$ cat src/shared/ustx_pkg.sv
// Package for the synchronous slave serial transmitter.
// Assumes a single system clock domain; the shift clock arrives on a pin.
`default_nettype none
package ustx_pkg;
	// Register indices on the plain register port.
	localparam logic [3:0] ADDR_INTERRUPT_CONTROL = 4'h0;
	localparam logic [3:0] ADDR_IRQ_FLAGS_ONE     = 4'h1;
	localparam logic [3:0] ADDR_IRQ_ENABLES_ONE   = 4'h2;
	localparam logic [3:0] ADDR_IRQ_PRIORITY_ONE  = 4'h3;
	localparam logic [3:0] ADDR_RECEIVE_STATUS    = 4'h4;
	localparam logic [3:0] ADDR_TRANSMIT_HOLDING  = 4'h5;
	localparam logic [3:0] ADDR_TRANSMIT_STATUS   = 4'h6;
	localparam logic [3:0] ADDR_BAUD_DIVISOR      = 4'h7;
	localparam logic [3:0] ADDR_SLEEP_CONTROL     = 4'h8;
	localparam logic [3:0] ADDR_EVENT_STATUS      = 4'h9;
	localparam logic [3:0] ADDR_EVENT_CLEAR       = 4'ha;
	localparam logic [3:0] ADDR_EVENT_ENABLE      = 4'hb;
	// Field positions in the transmit status/control register.
	localparam int TXS_CLOCK_SOURCE = 7;
	localparam int TXS_NINE_BIT     = 6;
	localparam int TXS_TX_ENABLE    = 5;
	localparam int TXS_SYNC         = 4;
	localparam int TXS_SHIFT_EMPTY  = 1;
	localparam int TXS_NINTH_DATA   = 0;
	// Field positions in the receive status/control register.
	localparam int RCS_PORT_ENABLE  = 7;
	localparam int RCS_SINGLE_RX    = 5;
	localparam int RCS_CONT_RX      = 4;
	// Field positions in the interrupt control and peripheral registers.
	localparam int ICN_GLOBAL       = 7;
	localparam int ICN_PERIPHERAL   = 6;
	localparam int PIR_TX_FLAG      = 4;
	// Event bits of the status, clear and enable registers.
	localparam int EVT_HOLD_FREE    = 0;
	localparam int EVT_WORD_DONE    = 1;
	// Reset values.
	localparam logic [7:0] RST_TRANSMIT_STATUS = 8'h02;
	localparam logic [7:0] RST_ZERO            = 8'h00;
endpackage
`default_nettype wire

$ cat src/shared/ustx_shift_if.sv
// Interface between the register block and the shift engine.
// Assumes both ends run on the system clock.
`default_nettype none
interface ustx_shift_if;
	logic       load;      // One-cycle pulse: take a word into the shifter.
	logic [8:0] word;      // Word to shift, bit 0 first.
	logic       nine;      // High for nine-bit words.
	logic       busy;      // High while the shifter holds a word.
	logic       done;      // One-cycle pulse when the last bit has gone out.
	logic       data_out;  // Level driven on the data pin.
	modport ctrl (output load, output word, output nine, input busy, input done,
		input data_out);
	modport eng (input load, input word, input nine, output busy, output done,
		output data_out);
endinterface
`default_nettype wire

$ cat src/rtl/ustx_top.sv
// Synchronous slave transmitter with its registers and interrupt logic.
// Assumes an external master drives the shift clock pin; software uses the
// plain register port.
//
// What this block does
// - Shift clock comes only from external pin.
// - Transmission continues while the core sleeps.
// - Clock source bit clear selects slave mode.
// - Slave transmit behaves like master transmit.
// - First word moves to shifter at once.
// - Second word waits; flag stays clear.
// - After first word, reload then set flag.
// - Enabled flag wakes chip; global enable vectors.
// - Nine-bit select shifts nine bits per word.
// - Transmit only while transmit enable set.
// - Writing holding register starts a transmission.
`default_nettype none
module ustx_top
	import ustx_pkg::*;
(
	input  wire logic       i_sys_clk,     // System clock, 100 MHz.
	input  wire logic       i_srst,        // Synchronous reset, active high.
	input  wire logic [3:0] i_addr,        // Register index.
	input  wire logic [7:0] i_wdata,       // Write data.
	input  wire logic       i_wr,          // Write strobe.
	input  wire logic       i_rd,          // Read strobe.
	output logic      [7:0] o_rdata,       // Read data, cycle after the strobe.
	input  wire logic       i_ck_pin,      // Shift clock from the external master.
	output logic            o_ck_oe,       // Clock pin drive enable, never high here.
	output logic            o_tx_data,     // Serial data pin level.
	output logic            o_tx_data_oe,  // Data pin drive enable.
	output logic            o_wake,        // Wake request to the sleeping core.
	output logic            o_vector,      // Branch-to-vector request.
	output logic            o_irq          // Event interrupt, level.
);
	import ustx_pkg::*;

	typedef struct packed {
		logic [7:0] interrupt_control;     // Interrupt control.
		logic [7:0] pie;        // Peripheral enables.
		logic [7:0] ipr;        // Peripheral priorities.
		logic [7:0] receive_status_control;      // Receive status/control.
		logic [7:0] transmit_status_control;      // Transmit status/control, stored bits.
		logic [7:0] baud;       // Divisor, unused in slave mode.
		logic [8:0] hold;       // Holding register with ninth bit.
		logic       hold_full;  // Holding register occupied.
		logic       sleep;      // Core sleep indication.
		logic [1:0] evt;        // Sticky event status.
		logic [1:0] evt_en;     // Event interrupt enables.
		logic [1:0] ck_sync;    // Two-stage pin synchroniser.
		logic       ck_prev;    // Previous synchronised clock level.
		logic [7:0] rdata;      // Read data register.
		logic       irq;        // Registered interrupt.
		logic       wake;       // Registered wake.
		logic       vector;     // Registered vector request.
		logic       dout;       // Registered data pin.
		logic       doe;        // Registered data drive enable.
	} ustx_top_t;

	ustx_top_t st_ff;          // Registered state.
	ustx_top_t nxt_st;         // Next state.
	ustx_shift_if sh ();       // Link to the shift engine.
	logic ck_fall;             // Falling edge of the synchronised shift clock.

	////////////////////////////////////////////////////////////////////////////
	// Helper functions.

	// True when the port is configured as a synchronous slave transmitter.
	function automatic logic slave_tx_on(input logic [7:0] txs, input logic [7:0] rcs);
		slave_tx_on = txs[TXS_SYNC] && !txs[TXS_CLOCK_SOURCE]
			&& rcs[RCS_PORT_ENABLE] && txs[TXS_TX_ENABLE];
	endfunction

	// Transmit flag: set when the holding register is free and transmit is on.
	function automatic logic tx_flag(input logic full, input logic on);
		tx_flag = on && !full;
	endfunction

	////////////////////////////////////////////////////////////////////////////
	// Edge detection reads only the second synchroniser stage, so a
	// metastable first stage can never reach the logic. The slave never
	// drives the clock pin, so its enable stays low.
	assign ck_fall = st_ff.ck_prev && !st_ff.ck_sync[1];

	ustx_shifter u_shift (
		.i_sys_clk (i_sys_clk),
		.i_srst    (i_srst),
		.i_ck_fall (ck_fall),
		.sh        (sh)
	);

	////////////////////////////////////////////////////////////////////////////
	// Next-state logic: register port, holding-to-shifter transfer, events.
	always_comb
	begin
		logic       on;       // Transmitter enabled.
		logic       load;     // Transfer holding into shifter this cycle.
		logic [7:0] txs_rd;   // Transmit status as read.
		logic [7:0] pir_rd;   // Flag register as read.
		logic       flag;     // Transmit flag level.
		logic [1:0] set_evt;  // Event pulses this cycle.
		on      = 1'b0;
		load    = 1'b0;
		txs_rd  = 8'h00;
		pir_rd  = 8'h00;
		flag    = 1'b0;
		set_evt = 2'b00;
		nxt_st  = st_ff;

		// Synchronise the external clock; it is a pin, so two stages.
		nxt_st.ck_sync = {st_ff.ck_sync[0], i_ck_pin};
		nxt_st.ck_prev = st_ff.ck_sync[1];

		on = slave_tx_on(st_ff.transmit_status_control, st_ff.receive_status_control);

		// The shifter takes the held word whenever it is idle and the transmitter is on; sleep has no
		// effect since the clock comes from outside.
		// The shifter's busy flag rises the cycle after a load, so the held
		// word can never be taken twice.
		load = on && st_ff.hold_full && !sh.busy;
		sh.load = load;
		sh.word = st_ff.hold;
		sh.nine = st_ff.transmit_status_control[TXS_NINE_BIT];
		if (load)
		begin
			nxt_st.hold_full = 1'b0;
			set_evt[EVT_HOLD_FREE] = 1'b1;
		end
		if (sh.done)
			set_evt[EVT_WORD_DONE] = 1'b1;

		// Read values assembled from stored bits and live status.
		txs_rd = {st_ff.transmit_status_control[7:4], 1'b0, st_ff.transmit_status_control[2],
			!sh.busy, st_ff.transmit_status_control[TXS_NINTH_DATA]};
		flag   = tx_flag(st_ff.hold_full, on);
		pir_rd = 8'h00;
		pir_rd[PIR_TX_FLAG] = flag;

		// Register writes.
		if (i_wr)
		begin
			case (i_addr)
				ADDR_INTERRUPT_CONTROL: nxt_st.interrupt_control = i_wdata;
				ADDR_IRQ_ENABLES_ONE:   nxt_st.pie    = i_wdata;
				ADDR_IRQ_PRIORITY_ONE:  nxt_st.ipr    = i_wdata;
				ADDR_RECEIVE_STATUS:    nxt_st.receive_status_control  = i_wdata;
				ADDR_TRANSMIT_STATUS:   nxt_st.transmit_status_control  = i_wdata;
				ADDR_BAUD_DIVISOR:      nxt_st.baud   = i_wdata;
				ADDR_SLEEP_CONTROL:     nxt_st.sleep  = i_wdata[0];
				ADDR_EVENT_ENABLE:      nxt_st.evt_en = i_wdata[1:0];
				ADDR_EVENT_CLEAR:       nxt_st.evt    = st_ff.evt & ~i_wdata[1:0];
				ADDR_TRANSMIT_HOLDING:
				begin
					// A write to a full holding register overwrites it; a write
					// while the shifter is loading lands after the transfer.
					nxt_st.hold      = {st_ff.transmit_status_control[TXS_NINTH_DATA], i_wdata};
					nxt_st.hold_full = 1'b1;
				end
				default:
				begin
					// Unmapped or read-only: ignored.
				end
			endcase
		end
		// Hardware set wins over a simultaneous clear.
		nxt_st.evt = nxt_st.evt | set_evt;

		// Register reads; unmapped indices return zero.
		nxt_st.rdata = 8'h00;
		if (i_rd)
		begin
			case (i_addr)
				ADDR_INTERRUPT_CONTROL: nxt_st.rdata = st_ff.interrupt_control;
				ADDR_IRQ_FLAGS_ONE:     nxt_st.rdata = pir_rd;
				ADDR_IRQ_ENABLES_ONE:   nxt_st.rdata = st_ff.pie;
				ADDR_IRQ_PRIORITY_ONE:  nxt_st.rdata = st_ff.ipr;
				ADDR_RECEIVE_STATUS:    nxt_st.rdata = st_ff.receive_status_control;
				ADDR_TRANSMIT_STATUS:   nxt_st.rdata = txs_rd;
				ADDR_BAUD_DIVISOR:      nxt_st.rdata = st_ff.baud;
				ADDR_SLEEP_CONTROL:     nxt_st.rdata = {7'h00, st_ff.sleep};
				ADDR_EVENT_STATUS:      nxt_st.rdata = {6'h00, st_ff.evt};
				ADDR_EVENT_ENABLE:      nxt_st.rdata = {6'h00, st_ff.evt_en};
				default:                nxt_st.rdata = 8'h00;
			endcase
		end

		// Wake while asleep on an enabled flag; vector needs both globals.
		nxt_st.wake   = st_ff.sleep && flag && st_ff.pie[PIR_TX_FLAG];
		nxt_st.vector = flag && st_ff.pie[PIR_TX_FLAG]
			&& st_ff.interrupt_control[ICN_GLOBAL] && st_ff.interrupt_control[ICN_PERIPHERAL];
		nxt_st.irq    = |(nxt_st.evt & st_ff.evt_en);
		nxt_st.dout   = sh.data_out;
		nxt_st.doe    = on;
	end

	////////////////////////////////////////////////////////////////////////////
	// State register; reset gives constants only.
	always_ff @(posedge i_sys_clk)
	begin
		if (i_srst)
		begin
			st_ff           <= '0;
			st_ff.transmit_status_control     <= RST_TRANSMIT_STATUS;
			st_ff.ck_sync   <= 2'b11;
			st_ff.ck_prev   <= 1'b1;
			st_ff.dout      <= 1'b1;
		end
		else
			st_ff <= nxt_st;
	end

	assign o_rdata      = st_ff.rdata;
	assign o_ck_oe      = 1'b0;
	assign o_tx_data    = st_ff.dout;
	assign o_tx_data_oe = st_ff.doe;
	assign o_wake       = st_ff.wake;
	assign o_vector     = st_ff.vector;
	assign o_irq        = st_ff.irq;
endmodule
`default_nettype wire

$ cat src/rtl/ustx_shifter.sv
// Shift engine: moves one bit per falling edge of the external shift clock.
// Assumes the caller passes a one-cycle pulse on each falling edge of the already synchronised clock.
`default_nettype none
module ustx_shifter
	import ustx_pkg::*;
(
	input  wire logic   i_sys_clk,   // System clock.
	input  wire logic   i_srst,      // Synchronous reset, active high.
	input  wire logic   i_ck_fall,   // One-cycle pulse on a falling shift-clock edge.
	ustx_shift_if.eng   sh           // Link to the register block.
);
	import ustx_pkg::*;

	typedef struct packed {
		logic [8:0] data;   // Bits still to go, bit 0 on the pin.
		logic [3:0] left;   // Bits left including the one on the pin.
		logic       busy;   // A word is in the shifter.
		logic       done;   // Completion pulse.
		logic       dout;   // Pin level.
	} ustx_sh_t;

	ustx_sh_t st_ff;       // Registered state.
	ustx_sh_t nxt_st;      // Next state.

	////////////////////////////////////////////////////////////////////////////
	// The pin shows the current bit until the master's falling edge, then the
	// next. Keeping the data on the pin between words avoids glitches.
	always_comb
	begin
		nxt_st      = st_ff;
		nxt_st.done = 1'b0;
		if (sh.load)
		begin
			// New word: first bit goes onto the pin at once, least significant first.
			nxt_st.data = sh.word;
			nxt_st.left = sh.nine ? 4'd9 : 4'd8;
			nxt_st.busy = 1'b1;
			nxt_st.dout = sh.word[0];
		end
		else if (st_ff.busy && i_ck_fall)
		begin
			// One bit per external clock cycle.
			if (st_ff.left == 4'd1)
			begin
				nxt_st.busy = 1'b0;
				nxt_st.done = 1'b1;
			end
			else
			begin
				nxt_st.data = {1'b0, st_ff.data[8:1]};
				nxt_st.dout = st_ff.data[1];
			end
			nxt_st.left = st_ff.left - 4'd1;
		end
	end

	// State register.
	always_ff @(posedge i_sys_clk)
	begin
		if (i_srst)
			st_ff <= '{data: 9'h000, left: 4'h0, busy: 1'b0, done: 1'b0, dout: 1'b1};
		else
			st_ff <= nxt_st;
	end

	assign sh.busy     = st_ff.busy;
	assign sh.done     = st_ff.done;
	assign sh.data_out = st_ff.dout;
endmodule
`default_nettype wire

$ cat config.mk
export PLATFORM = sky130hd
export DESIGN_NAME = ustx_top
export DESIGN_NICKNAME = d
export VERILOG_FILES = /design/src/shared/ustx_pkg.sv /design/src/shared/ustx_shift_if.sv /design/src/rtl/ustx_top.sv /design/src/rtl/ustx_shifter.sv
export SDC_FILE = /design/constraint.sdc
export NUM_CORES = 1
export LEC_CHECK = 0
export BUFFER_PORTS_ARGS = -buffer_cell sky130_fd_sc_hd__buf_2
export CAP_MARGIN = 5
export CORE_ASPECT_RATIO = 0.9
export CORE_MARGIN = 2
export CORE_UTILIZATION = 51
export CTS_CLUSTER_DIAMETER = 80
export DETAILED_ROUTE_END_ITERATION = 7
export PLACE_DENSITY = 0.78
export SYNTH_ARGS = -nofsm -noshare
export SYNTH_HDL_FRONTEND = slang
export SYNTH_HIERARCHICAL = 1
export SYNTH_SLANG_ARGS = --single-unit
$ cat constraint.sdc
create_clock -name i_sys_clk -period 4.7 [get_ports i_sys_clk]
set_input_delay 0.47 -clock i_sys_clk [delete_from_list [all_inputs] [get_ports i_sys_clk]]
set_output_delay 0.47 -clock i_sys_clk [all_outputs]
set_load 0.01 [all_outputs]
==> metrics, run 1 <==
outcome completed; Filler cells between 600 and 700; maximum number of pins on one net before global-route repair 47; FF-to-FF setup slack approximately 2.3 ns; I/O Buffers 29; CTS H-Tree Depth 3; Core ar. just under 8000 sq um; Hold-fix buffers, CTS 0; nets 453; worst endpoint required time 4.97 ns; Initial Utilization about half; Cell Area, Synth between 4000 and 5000 sq um; Diodes inserted 0; worst skew pair latency roughly 0.36 ns; max cap viols 0; Post-Synthesis Cells ~430; DRT Pass-1 Iters 5; io pins 31; RSZ-0062 raised after global routing no; Clock transition at path regs about 0.080 ns; final setup vio count 0; final cell count without fillers about 540; setup_tns 0 ns; Power Density roughly 310 nW/um^2; Syn Area/Cell roughly 9.5 sq um; crit share post-route roughly half; GP Congestion a little under 0.9; max_slew headroom 46.7%; vias per inst between 5 and 6; Synth cell types between 60 and 70; Die Width approximately 100 microns; Hold Vio Cnt, Final 0; Die Area ~8800 sq um; Synth area leader dfxtp_1; postcts setup bufs 0; Synth Net Count 451; clk_skew ~0.0095 ns; Synth top area share around 45%; WS Path Type register to register; critical path arrival 2.71 ns; global-route wire length before repair around 14000 microns; clk buf depth 2; Gate power share around 6.3%; hold crit path type input port to register; Clk network pwr share 34.1%; DP HPWL between 5000 and 6000 microns; post-CTS sizing 0; number of remaining DRC errors 0; Yosys warnings 6; clock sinks just over 90; fin. max-slew vios 0; detailed-route wire length 8780 microns; area grow syn2layout 5.08%; Power Internal 1.01 mW; routed vias approximately 3100; Post-synth ARST share 0%; switching share of total power 23.8%; Worst Max-Slew Pin Slew 0.788 ns; post-route ant nets 0; total congestion overflow 0; fraction of layout cells with a size suffix above 1 16.5%; Routed wire per std cell 16.4 microns; Vert. Die Dim 89.2 microns; sequential area share after synthesis between 40 and 50%; CP max FO 18; Reg power frac between 50% and 60%; CTS Buf Count 9; antenna violations before repair 0; Max VDD drop ~150 uV; min Tclk post-route between 2 and 2.5 ns; clk root buf clkbuf_8; LEAKAGE about 1.7 nW; ys flop type dfxtp_1; vias in the first global route about 2800; Worst Setup End Kind register; total power draw 1.33 mW; DR iter-0 viols roughly 280; CTS tree yes; Post-synth EDFFs 0; Max Clock Freq 0.411 GHz; cell count after placement 522; GRT Util Overall roughly a fifth; Rows 31; FF+latch count, synth 92; Seq. cell area between 1500 and 2000 sq um; area of the multi-input gates slightly above 2000 sq um; top post-synthesis cells by area dfxtp_1 (45%), mux2i_1 (11%), nor2_1 (4.9%); CP Launch Type register; sw power between 300 and 400 uW
==> power by group through the flow <==
| stage | logic, mW | clock network [mW] | registers [mW] |
|---|---|---|---|
| final | 0.0843 | 0.453 | 0.790 |
| after CTS | 0.0838 | 0.460 | 0.790 |
| after detailed placement | 0.0836 | 0 | 0.809 |
| after global placement | 0.0826 | 0 | 0.809 |
| after floorplan | 0.0613 | 0 | 0.807 |
| after global routing | 0.0920 | 0.495 | 0.792 |
==> metal layers <==
layer	global-route usage [%]	share of wire (%)	wire, microns
met5	0	0	0
met4	6.97	2.2	190
met3	4.93	5.7	501
met2	30.3	45	3940
met1	29.7	47	4150
==> cells in the final DEF (no fill, tap or decap), types with 4 or more instances in the layout <==
| master | synthesis | final |
|---|---|---|
| dfxtp_1 | 92 | 92 |
| and2_1 | 9 | 9 |
| nor2b_1 | 4 | 4 |
| a31oi_1 | 9 | 9 |
| a22o_1 | 4 | 4 |
| mux2_2 | 6 | 6 |
| or2_2 | 4 | 4 |
| mux2i_1 | 47 | 47 |
| nand2_1 | 22 | 22 |
| a21oi_1 | 31 | 31 |
| a311oi_2 | 7 | 7 |
| o21ai_0 | 23 | 23 |
| nor3_1 | 9 | 9 |
| a22oi_1 | 4 | 4 |
| clkbuf_8 | 0 | 10 |
| inv_1 | 6 | 6 |
| nor2_1 | 54 | 54 |
| buf_2 | 8 | 29 |
| nand3_1 | 6 | 6 |
==> cells by family after synthesis <==
kind of cell	share of synthesized area [%]
flops	44.8
simple gates	18.9
compound gates	14.9
buf+inv	6.11
mux	14.2
fa+ha+maj	0.608
other cells	0.0912
xor+xnor	0.426
==> Yosys cell counts (3+ instances only) <==
master and number:
a22o_1 4, buf_2 8, nand2_1 22, nor4_1 3, buf_4 12, a31oi_1 9, nand3_1 6, inv_1 6
buf_6 3, and2_1 9, or2_2 4, a21oi_1 31, a22oi_1 4, dfxtp_1 92, mux2_2 6, nor3_1 9
nor4b_1 3, nor2_1 54, and3_1 3, clkbuf_1 14, a221oi_1 3, o21ai_0 23, nor2b_1 4, mux2i_1 47
a311oi_2 7
==> flip-flops by register name (all words and copies together) (netlist names) <==
name and flops:
o_tx_data 1, o_wake 1, st_ff 52, u_shift/sh.done 1
sh.word 9, u_shift/sh.busy 1, o_rdata 8, u_shift/sh.data_out 1
sh.nine 1, o_vector 1, o_tx_data_oe 1, u_shift/st_ff 12
nxt_st 2, o_irq 1
==> final cells by class <==
class | instances | share of cell area [%]
Clock buffer | 12 | 3.36
Clock inverter | 2 | 0.289
Inverter | 7 | 0.608
Multi-Input combinational cell | 294 | 46.7
Sequential cell | 92 | 42.6
Tap cell | 99 | 2.87
Timing Repair Buffer | 30 | 3.53
==> per-stage QoR <==
stage                     setup WS (ns)  instance area (sq um)  hold slack (ns)  util (%)
final                              2.27                   4320            0.289      54.4
after global routing               2.03                   4320            0.289      54.4
after CTS                          2.27                   4320            0.282      54.4
after detailed placement           2.28                   4170            0.405      52.4
after global placement             2.41                   4170            0.392      52.4
after floorplan                    2.65                   4110            0.389         -
==> final timing paths <==
check | startpoint | end | cells past startpoint
worst max-delay path | st_ff[44] | u_shift/st_ff[13] | 6
worst min-delay path | i_ck_pin | nxt_st[15] | 2
worst max register to register | st_ff[44] | u_shift/st_ff[13] | 6
worst min register to register | nxt_st[15] | nxt_st[13] | 1
==> critical path, cell delays in order (launching register included) <==
cell and delay [ns]:
dfxtp_1 0.36, nand4b_1 0.20, or3b_1 0.44, inv_1 0.36, or4b_1 0.55, a21oi_1 0.16, a311oi_2 0.26
No activity file was read; power rests on OpenSTA's default activity.
==> inputs of run 2 (changes only) <==
--- a/config.mk
+++ b/config.mk
@@ -5,6 +5,7 @@
 export SDC_FILE = /design/constraint.sdc
 export NUM_CORES = 1
 export LEC_CHECK = 0
+export ABC_AREA = 1
 export BUFFER_PORTS_ARGS = -buffer_cell sky130_fd_sc_hd__buf_2
 export CAP_MARGIN = 5
 export CORE_ASPECT_RATIO = 0.9
@@ -12,7 +13,7 @@
 export CORE_UTILIZATION = 51
 export CTS_CLUSTER_DIAMETER = 80
 export DETAILED_ROUTE_END_ITERATION = 7
-export PLACE_DENSITY = 0.78
+export PLACE_DENSITY = 0.81
 export SYNTH_ARGS = -nofsm -noshare
 export SYNTH_HDL_FRONTEND = slang
 export SYNTH_HIERARCHICAL = 1
==> constraint.sdc (replaced) <==
create_clock -name i_sys_clk -period 2.1 [get_ports i_sys_clk]
set_input_delay 0.21 -clock i_sys_clk [delete_from_list [all_inputs] [get_ports i_sys_clk]]
set_output_delay 0.21 -clock i_sys_clk [all_outputs]
set_load 0.01 [all_outputs]
==> metrics, run 2 <==
outcome completed; area grow syn2layout 8.93%; clk buf depth 2 (unchanged); Clock transition at path regs 0.09 ns (about the same); Cell Area, Synth 4050 sq um (-1.5%); fraction of layout cells with a size suffix above 1 13.3% (-3.1 points); max FFs per register 52 (unchanged); top-count cell post-synth nand2_1; RSZ-0062 raised after global routing no; Diodes inserted 0 (unchanged); fin. max-slew vios 0 (unchanged); Power Density 744 nW/um^2 (+140%); Largest Register st_ff; CP Launch Type register; crit share post-route 74.8% (+23 points); total congestion overflow 0 (unchanged); Routed wire per std cell 13.3 microns (-19%); slowest CP cell dfxtp_1; setup_tns 0 ns (unchanged); Yosys warnings 6 (unchanged); GP Congestion 0.897 (+1.8%); postcts setup bufs 0 (unchanged); Synth top area share 45.5% (+0.69 points); I/O Buffers 29 (unchanged); Die Width 98.0 microns (-0.73%); sequential area share after synthesis 45.5% (+0.69 points); WS Path Type register to register; cell count after placement 680 (+30%); Worst Setup End Kind register; final setup vio count 0 (unchanged); DR iter-0 viols 264 (-7.0%); most common cell after layout, fill and taps aside nand2_1; Vert. Die Dim 88.6 microns (-0.73%); DRT Pass-1 Iters 5 (unchanged); LEAKAGE 1.93 nW (+15%); Seq. cell area 1840 sq um (unchanged); most frequent cells in the layout nand2_1 (148), nor2_1 (94), dfxtp_1 (92), inv_1 (47), a21oi_1 (42); area of the multi-input gates 1840 sq um (-9.2%); hold crit path type input port to register; Core ar. 7620 sq um (-4.2%); number of remaining DRC errors 0 (unchanged); Synth Net Count 595 (+32%); Post-synth EDFFs 0 (unchanged); worst skew pair latency 0.37 ns (about the same); DP HPWL 6630 microns (+12%); Max VDD drop 400 uV (+160%); post-route ant nets 0 (unchanged); CTS tree yes; crit-path cells inv_1 > nor2_1 > nand4_1 > inv_1 > inv_2 > nand2_2 > nand2_4 > nand2_1 > nand2_1 > nor2_1; Filler cells 687 (-0.43%); vias in the first global route 3352 (+19%); FF+latch count, synth 92 (unchanged); Hold Vio Cnt, Final 0 (unchanged); Initial Utilization 53.2% (+1.4 points); antenna violations before repair 0 (unchanged); clk_skew 0.0153 ns (+0.00579 ns); Post-synth ARST share 0% (unchanged); Rows 30 (-3.2%); Synth top cells by count nand2_1 (148), nor2_1 (94), dfxtp_1 (92), inv_1 (47), a21oi_1 (42); Die Area 8670 sq um (-1.5%); max cap viols 0 (unchanged); Syn Area/Cell 7.03 sq um (-26%); Synth cell types 28 (-55%); CTS Buf Count 9 (unchanged); top post-synthesis cells by area dfxtp_1 (45%), nand2_1 (14%), nor2_1 (8.7%); Critical Path Max Stage Delay 0.33 ns (-0.22 ns); io pins 31 (unchanged); maximum number of pins on one net before global-route repair 35 (-26%); post-CTS sizing 0 (unchanged); critical path arrival 1.87 ns (-0.84 ns); GRT Util Overall 21.9% (+1.3 points); vias per inst 5.25 (-10%); clk root buf clkbuf_8; worst endpoint required time 2.40 ns (-2.57 ns); routed vias 3652 (+16%); Hold-fix buffers, CTS 0 (unchanged); detailed-route wire length 9260 microns (+5.5%); final cell count without fillers 696 (+30%); min Tclk post-route 1.57 ns (-0.863 ns); Max Clock Freq 0.637 GHz (+55%); ys flop type dfxtp_1; CP max FO 16 (-2); global-route wire length before repair 15200 microns (+7.6%); nets 614 (+36%); CTS H-Tree Depth 3 (unchanged); Post-Synthesis Cells 576 (+33%); Synth area leader dfxtp_1; clock sinks 92 (unchanged)
## run 2: cell count changes after synthesis, moves of 35 or more
| cell | change |
|---|---|
| nor2_1 | +40 |
| mux2i_1 | -47 |
| nand2_1 | +126 |
| inv_1 | +41 |
| nand3_1 | +35 |
## run 2: power breakdown
| group | internal (mW) | switching [mW] | total [mW] |
|---|---|---|---|
| sequential | 1.77 | 0.0117 | 1.78 |
| clock | 0.676 | 0.643 | 1.32 |
| combinational | 0.0481 | 0.138 | 0.186 |
| total | 2.49 | 0.792 | 3.28 |
## run 2: layout make-up
type | instances | area share (%)
Timing Repair Buffer | 36 | 4.48
Inverter | 52 | 4.42
Tap cell | 96 | 2.72
Clock inverter | 7 | 2.24
Clock buffer | 9 | 2.81
Sequential cell | 92 | 41.7
Multi-Input combinational cell | 404 | 41.6
## run 2: worst max-delay path: cells and delay by family (launching register included)
family	cells	cell delay, ns
and+or+nand+nor	7	0.85
buffers and inverters	3	0.32
DFF	1	0.33
## run 2: kinds of logic after synthesis
| group | count (synthesis) | synth area share (%) |
|---|---|---|
| flip-flops | 92 | 45.5 |
| AND/OR/NAND/NOR | 315 | 33.5 |
| buffers and inverters | 80 | 9.23 |
| other | 1 | 0.0926 |
| adder cells (fa/ha/maj) | 2 | 0.618 |
| AO/OA/AOI/OAI | 86 | 11.1 |
## run 2: metrics by stage
stage               instance area (sq um)  hold WS [ns]  setup slack [ns]  power [mW]  utilization, %
finish                               4410        0.0210             0.530        3.28            57.9
global route                         4410        0.0165             0.319        3.37            57.9
CTS                                  4410        0.0111             0.549        3.30            57.9
detailed placement                   4190         0.394             0.576        2.00            55.0
global placement                     4190         0.401             0.610        2.00            55.0
floorplan                            4050         0.279             0.692        1.93               -
## run 2: per-layer routing
metal  track usage [%]  share of wire (%)
met1              29.1                 47
met5                 0                  0
met4              9.60                2.7
met3              5.29                6.4
met2              34.2                 44
## run 2: path summary, 6_finish.rpt
check	to	start	cells past startpoint	slack [ns]
hold / removal	nxt_st[15]	i_ck_pin	2	0.02
setup reg to reg	u_shift/st_ff[12]	st_ff[43]	10	0.53
hold reg to reg	nxt_st[13]	nxt_st[15]	1	0.42
setup / recovery	u_shift/st_ff[12]	st_ff[43]	10	0.53
==> inputs of run 3 (changes only) <==
==> constraint.sdc (replaced) <==
create_clock -name i_sys_clk -period 1.32 [get_ports i_sys_clk]
set_input_delay 0.132 -clock i_sys_clk [delete_from_list [all_inputs] [get_ports i_sys_clk]]
set_output_delay 0.132 -clock i_sys_clk [all_outputs]
set_load 0.01 [all_outputs]
==> metrics, run 3 (same netlist as run 2, synthesis figures left out) <==
min Tclk post-route 1.36 ns (-0.211 ns); vias in the first global route 3390 (+1.1%); r2r worst-path depth 10 (unchanged); vias per inst 5.31 (+1.2%); area grow syn2layout 15.2%; Rows 30 (unchanged); global-route wire length before repair 15600 microns (+2.4%); Diodes inserted 0 (unchanged); CTS Buf Count 9 (unchanged); sw power 1.23 mW (+56%); Worst Setup End Kind register; clk root buf clkbuf_8; CTS tree yes; clock sinks 92 (unchanged); Filler cells 665 (-3.2%); total congestion overflow 0 (unchanged); switching share of total power 24.6% (+0.43 points); RSZ-0062 raised after global routing yes; DRT Pass-1 Iters 5 (unchanged); CTS H-Tree Depth 3 (unchanged); clk_skew 0.00990 ns (-0.00540 ns); routed vias 3795 (+3.9%); outcome finished, violations left; most used routing layer in global routing met2; Max Clock Freq 0.736 GHz (+16%); detailed-route wire length 9660 microns (+4.3%); Seq. cell area 1850 sq um (+0.27%); GRT Util Overall 22.4% (+0.50 points); CP max FO 8 (-8); nets 633 (+3.1%); final setup vio count 8 (+8); area of the multi-input gates 1930 sq um (+4.9%); violated checks negative setup slack; FF-to-FF setup slack -0.04 ns (-0.57 ns); LEAKAGE 2.04 nW (+5.4%); GR Util met1 30.4% (+1.3 points); I/O Buffers 29 (unchanged); Largest Register st_ff; post-route ant nets 0 (unchanged); worst endpoint required time 1.61 ns (-0.79 ns); most frequent cells in the layout nand2_1 (143), nor2_1 (91), dfxtp_1 (88), inv_1 (44), a21oi_1 (41); maximum number of pins on one net before global-route repair 38 (+8.6%); DR iter-0 viols 269 (+1.9%); Clk network pwr share 37.1% (-3.1 points); max FFs per register 52 (unchanged); fin util 61.3% (+3.3 points); GP Congestion 0.903 (+0.61%); crit share post-route 103% (+28 points); most common cell after layout, fill and taps aside nand2_1; Power Density 1080 nW/um^2 (+45%); Max VDD drop 489 uV (+22%); io pins 31 (unchanged); Hold Vio Cnt, Final 0 (unchanged); GR Layer Usage met2 36.2% (+1.9 points); max cap viols 0 (unchanged); Routed wire per std cell 13.5 microns (+1.5%); antenna violations before repair 0 (unchanged); clk buf depth 2 (unchanged); Die Width 98.0 microns (unchanged); Die Area 8670 sq um (unchanged); Gate power share 6.5% (+0.8 points); worst skew pair latency 0.36 ns (about the same); Power Internal 3.79 mW (+52%); CP Launch Type register; Vert. Die Dim 88.6 microns (unchanged); PnR worst setup slack -0.0391 ns (-0.569 ns); WS Path Type register to register; critical path arrival 1.65 ns (-0.22 ns); DP HPWL 6860 microns (+3.4%); Reg power frac 56.3% (+2.1 points); number of remaining DRC errors 0 (unchanged); grt met3 use 4.19% (-1.1 points); setup_tns -0.148 ns (-0.148 ns); Clock transition at path regs 0.09 ns (about the same); Core ar. 7620 sq um (unchanged); fraction of layout cells with a size suffix above 1 18.6% (+5.2 points); hold crit path type input port to register; Worst Hold Depth 2 (unchanged); fin. max-slew vios 0 (unchanged); Initial Utilization 53.2% (unchanged)
[run 3: cell types whose count changed in the layout (fill, tap and decap cells not counted), sizes merged]
cell         before  now
clkinv            3    2
buf              36   53
clkbuf            9   10
clkinvlp          1    2
bufinv            2    1
nand2           157  158
dlygate4sd3       0    1
[run 3: power by group through the flow]
stage          clock network [mW]  registers (mW)  logic, mW
2_1_floorplan                   0            2.89      0.185
3_3_place_gp                    0            2.89      0.308
3_5_place_dp                    0            2.89      0.316
4_1_cts                      1.89            2.83      0.320
5_1_grt                      1.99            2.83      0.357
6_report                     1.86            2.83      0.328
[run 3: layout make-up]
class	instances	area share, %
multi-input cells	405	41.2
flip-flops and latches	92	39.6
repair buffers	54	8.34
inverters	52	4.18
clock buffers	10	2.73
well taps	96	2.57
clock inverters	6	1.37
[run 3: final timing paths]
path,startpoint,to
hold / removal,i_srst,u_shift/st_ff[4]
setup / recovery,st_ff[43],u_shift/st_ff[14]
hold reg to reg,nxt_st[15],nxt_st[13]
setup reg to reg,st_ff[43],u_shift/st_ff[14]
[run 3: timing repair]
action	4_1_cts	5_1_grt
endpoints found under the setup margin	10	14
pin swaps	4	10
cloned	1	0
endpoints found under the hold margin	1	0
hold buffers	1	0
gates resized for setup	7	13
buffers inserted	2	1
[run 3: per-layer routing]
metal | vias up | part of all wire (%)
met2 | 145 | 45
met3 | 22 | 7.6
met1 | 1736 | 45
li1 | 1892 | -
met5 | - | 0
met4 | 0 | 2.0
[run 3: worst max-delay path, cell delays in order, from the launching register on]
cell	delay (ns)
dfxtp_2	0.34
inv_2	0.05
nor2_4	0.08
nand4_1	0.13
inv_2	0.17
inv_2	0.07
nand2_4	0.13
nand2_8	0.09
nand2_2	0.06
nand2_1	0.04
nor2_1	0.13
[run 3: through the flow]
stage | area, sq um | hold slack (ns) | total power [mW] | cells | worst slack (ns)
finish | 4670 | 0.0607 | 5.02 | 715 | -0.0391
CTS | 4620 | 0.0512 | 5.04 | 714 | 0.00717
detailed placement | 4360 | 0.335 | 3.21 | 695 | -0.0411
global route | 4670 | 0.0633 | 5.18 | 715 | -0.155
floorplan | 4060 | 0.201 | 3.07 | 576 | -0.000943
global placement | 4360 | 0.323 | 3.20 | 695 | 0.0189
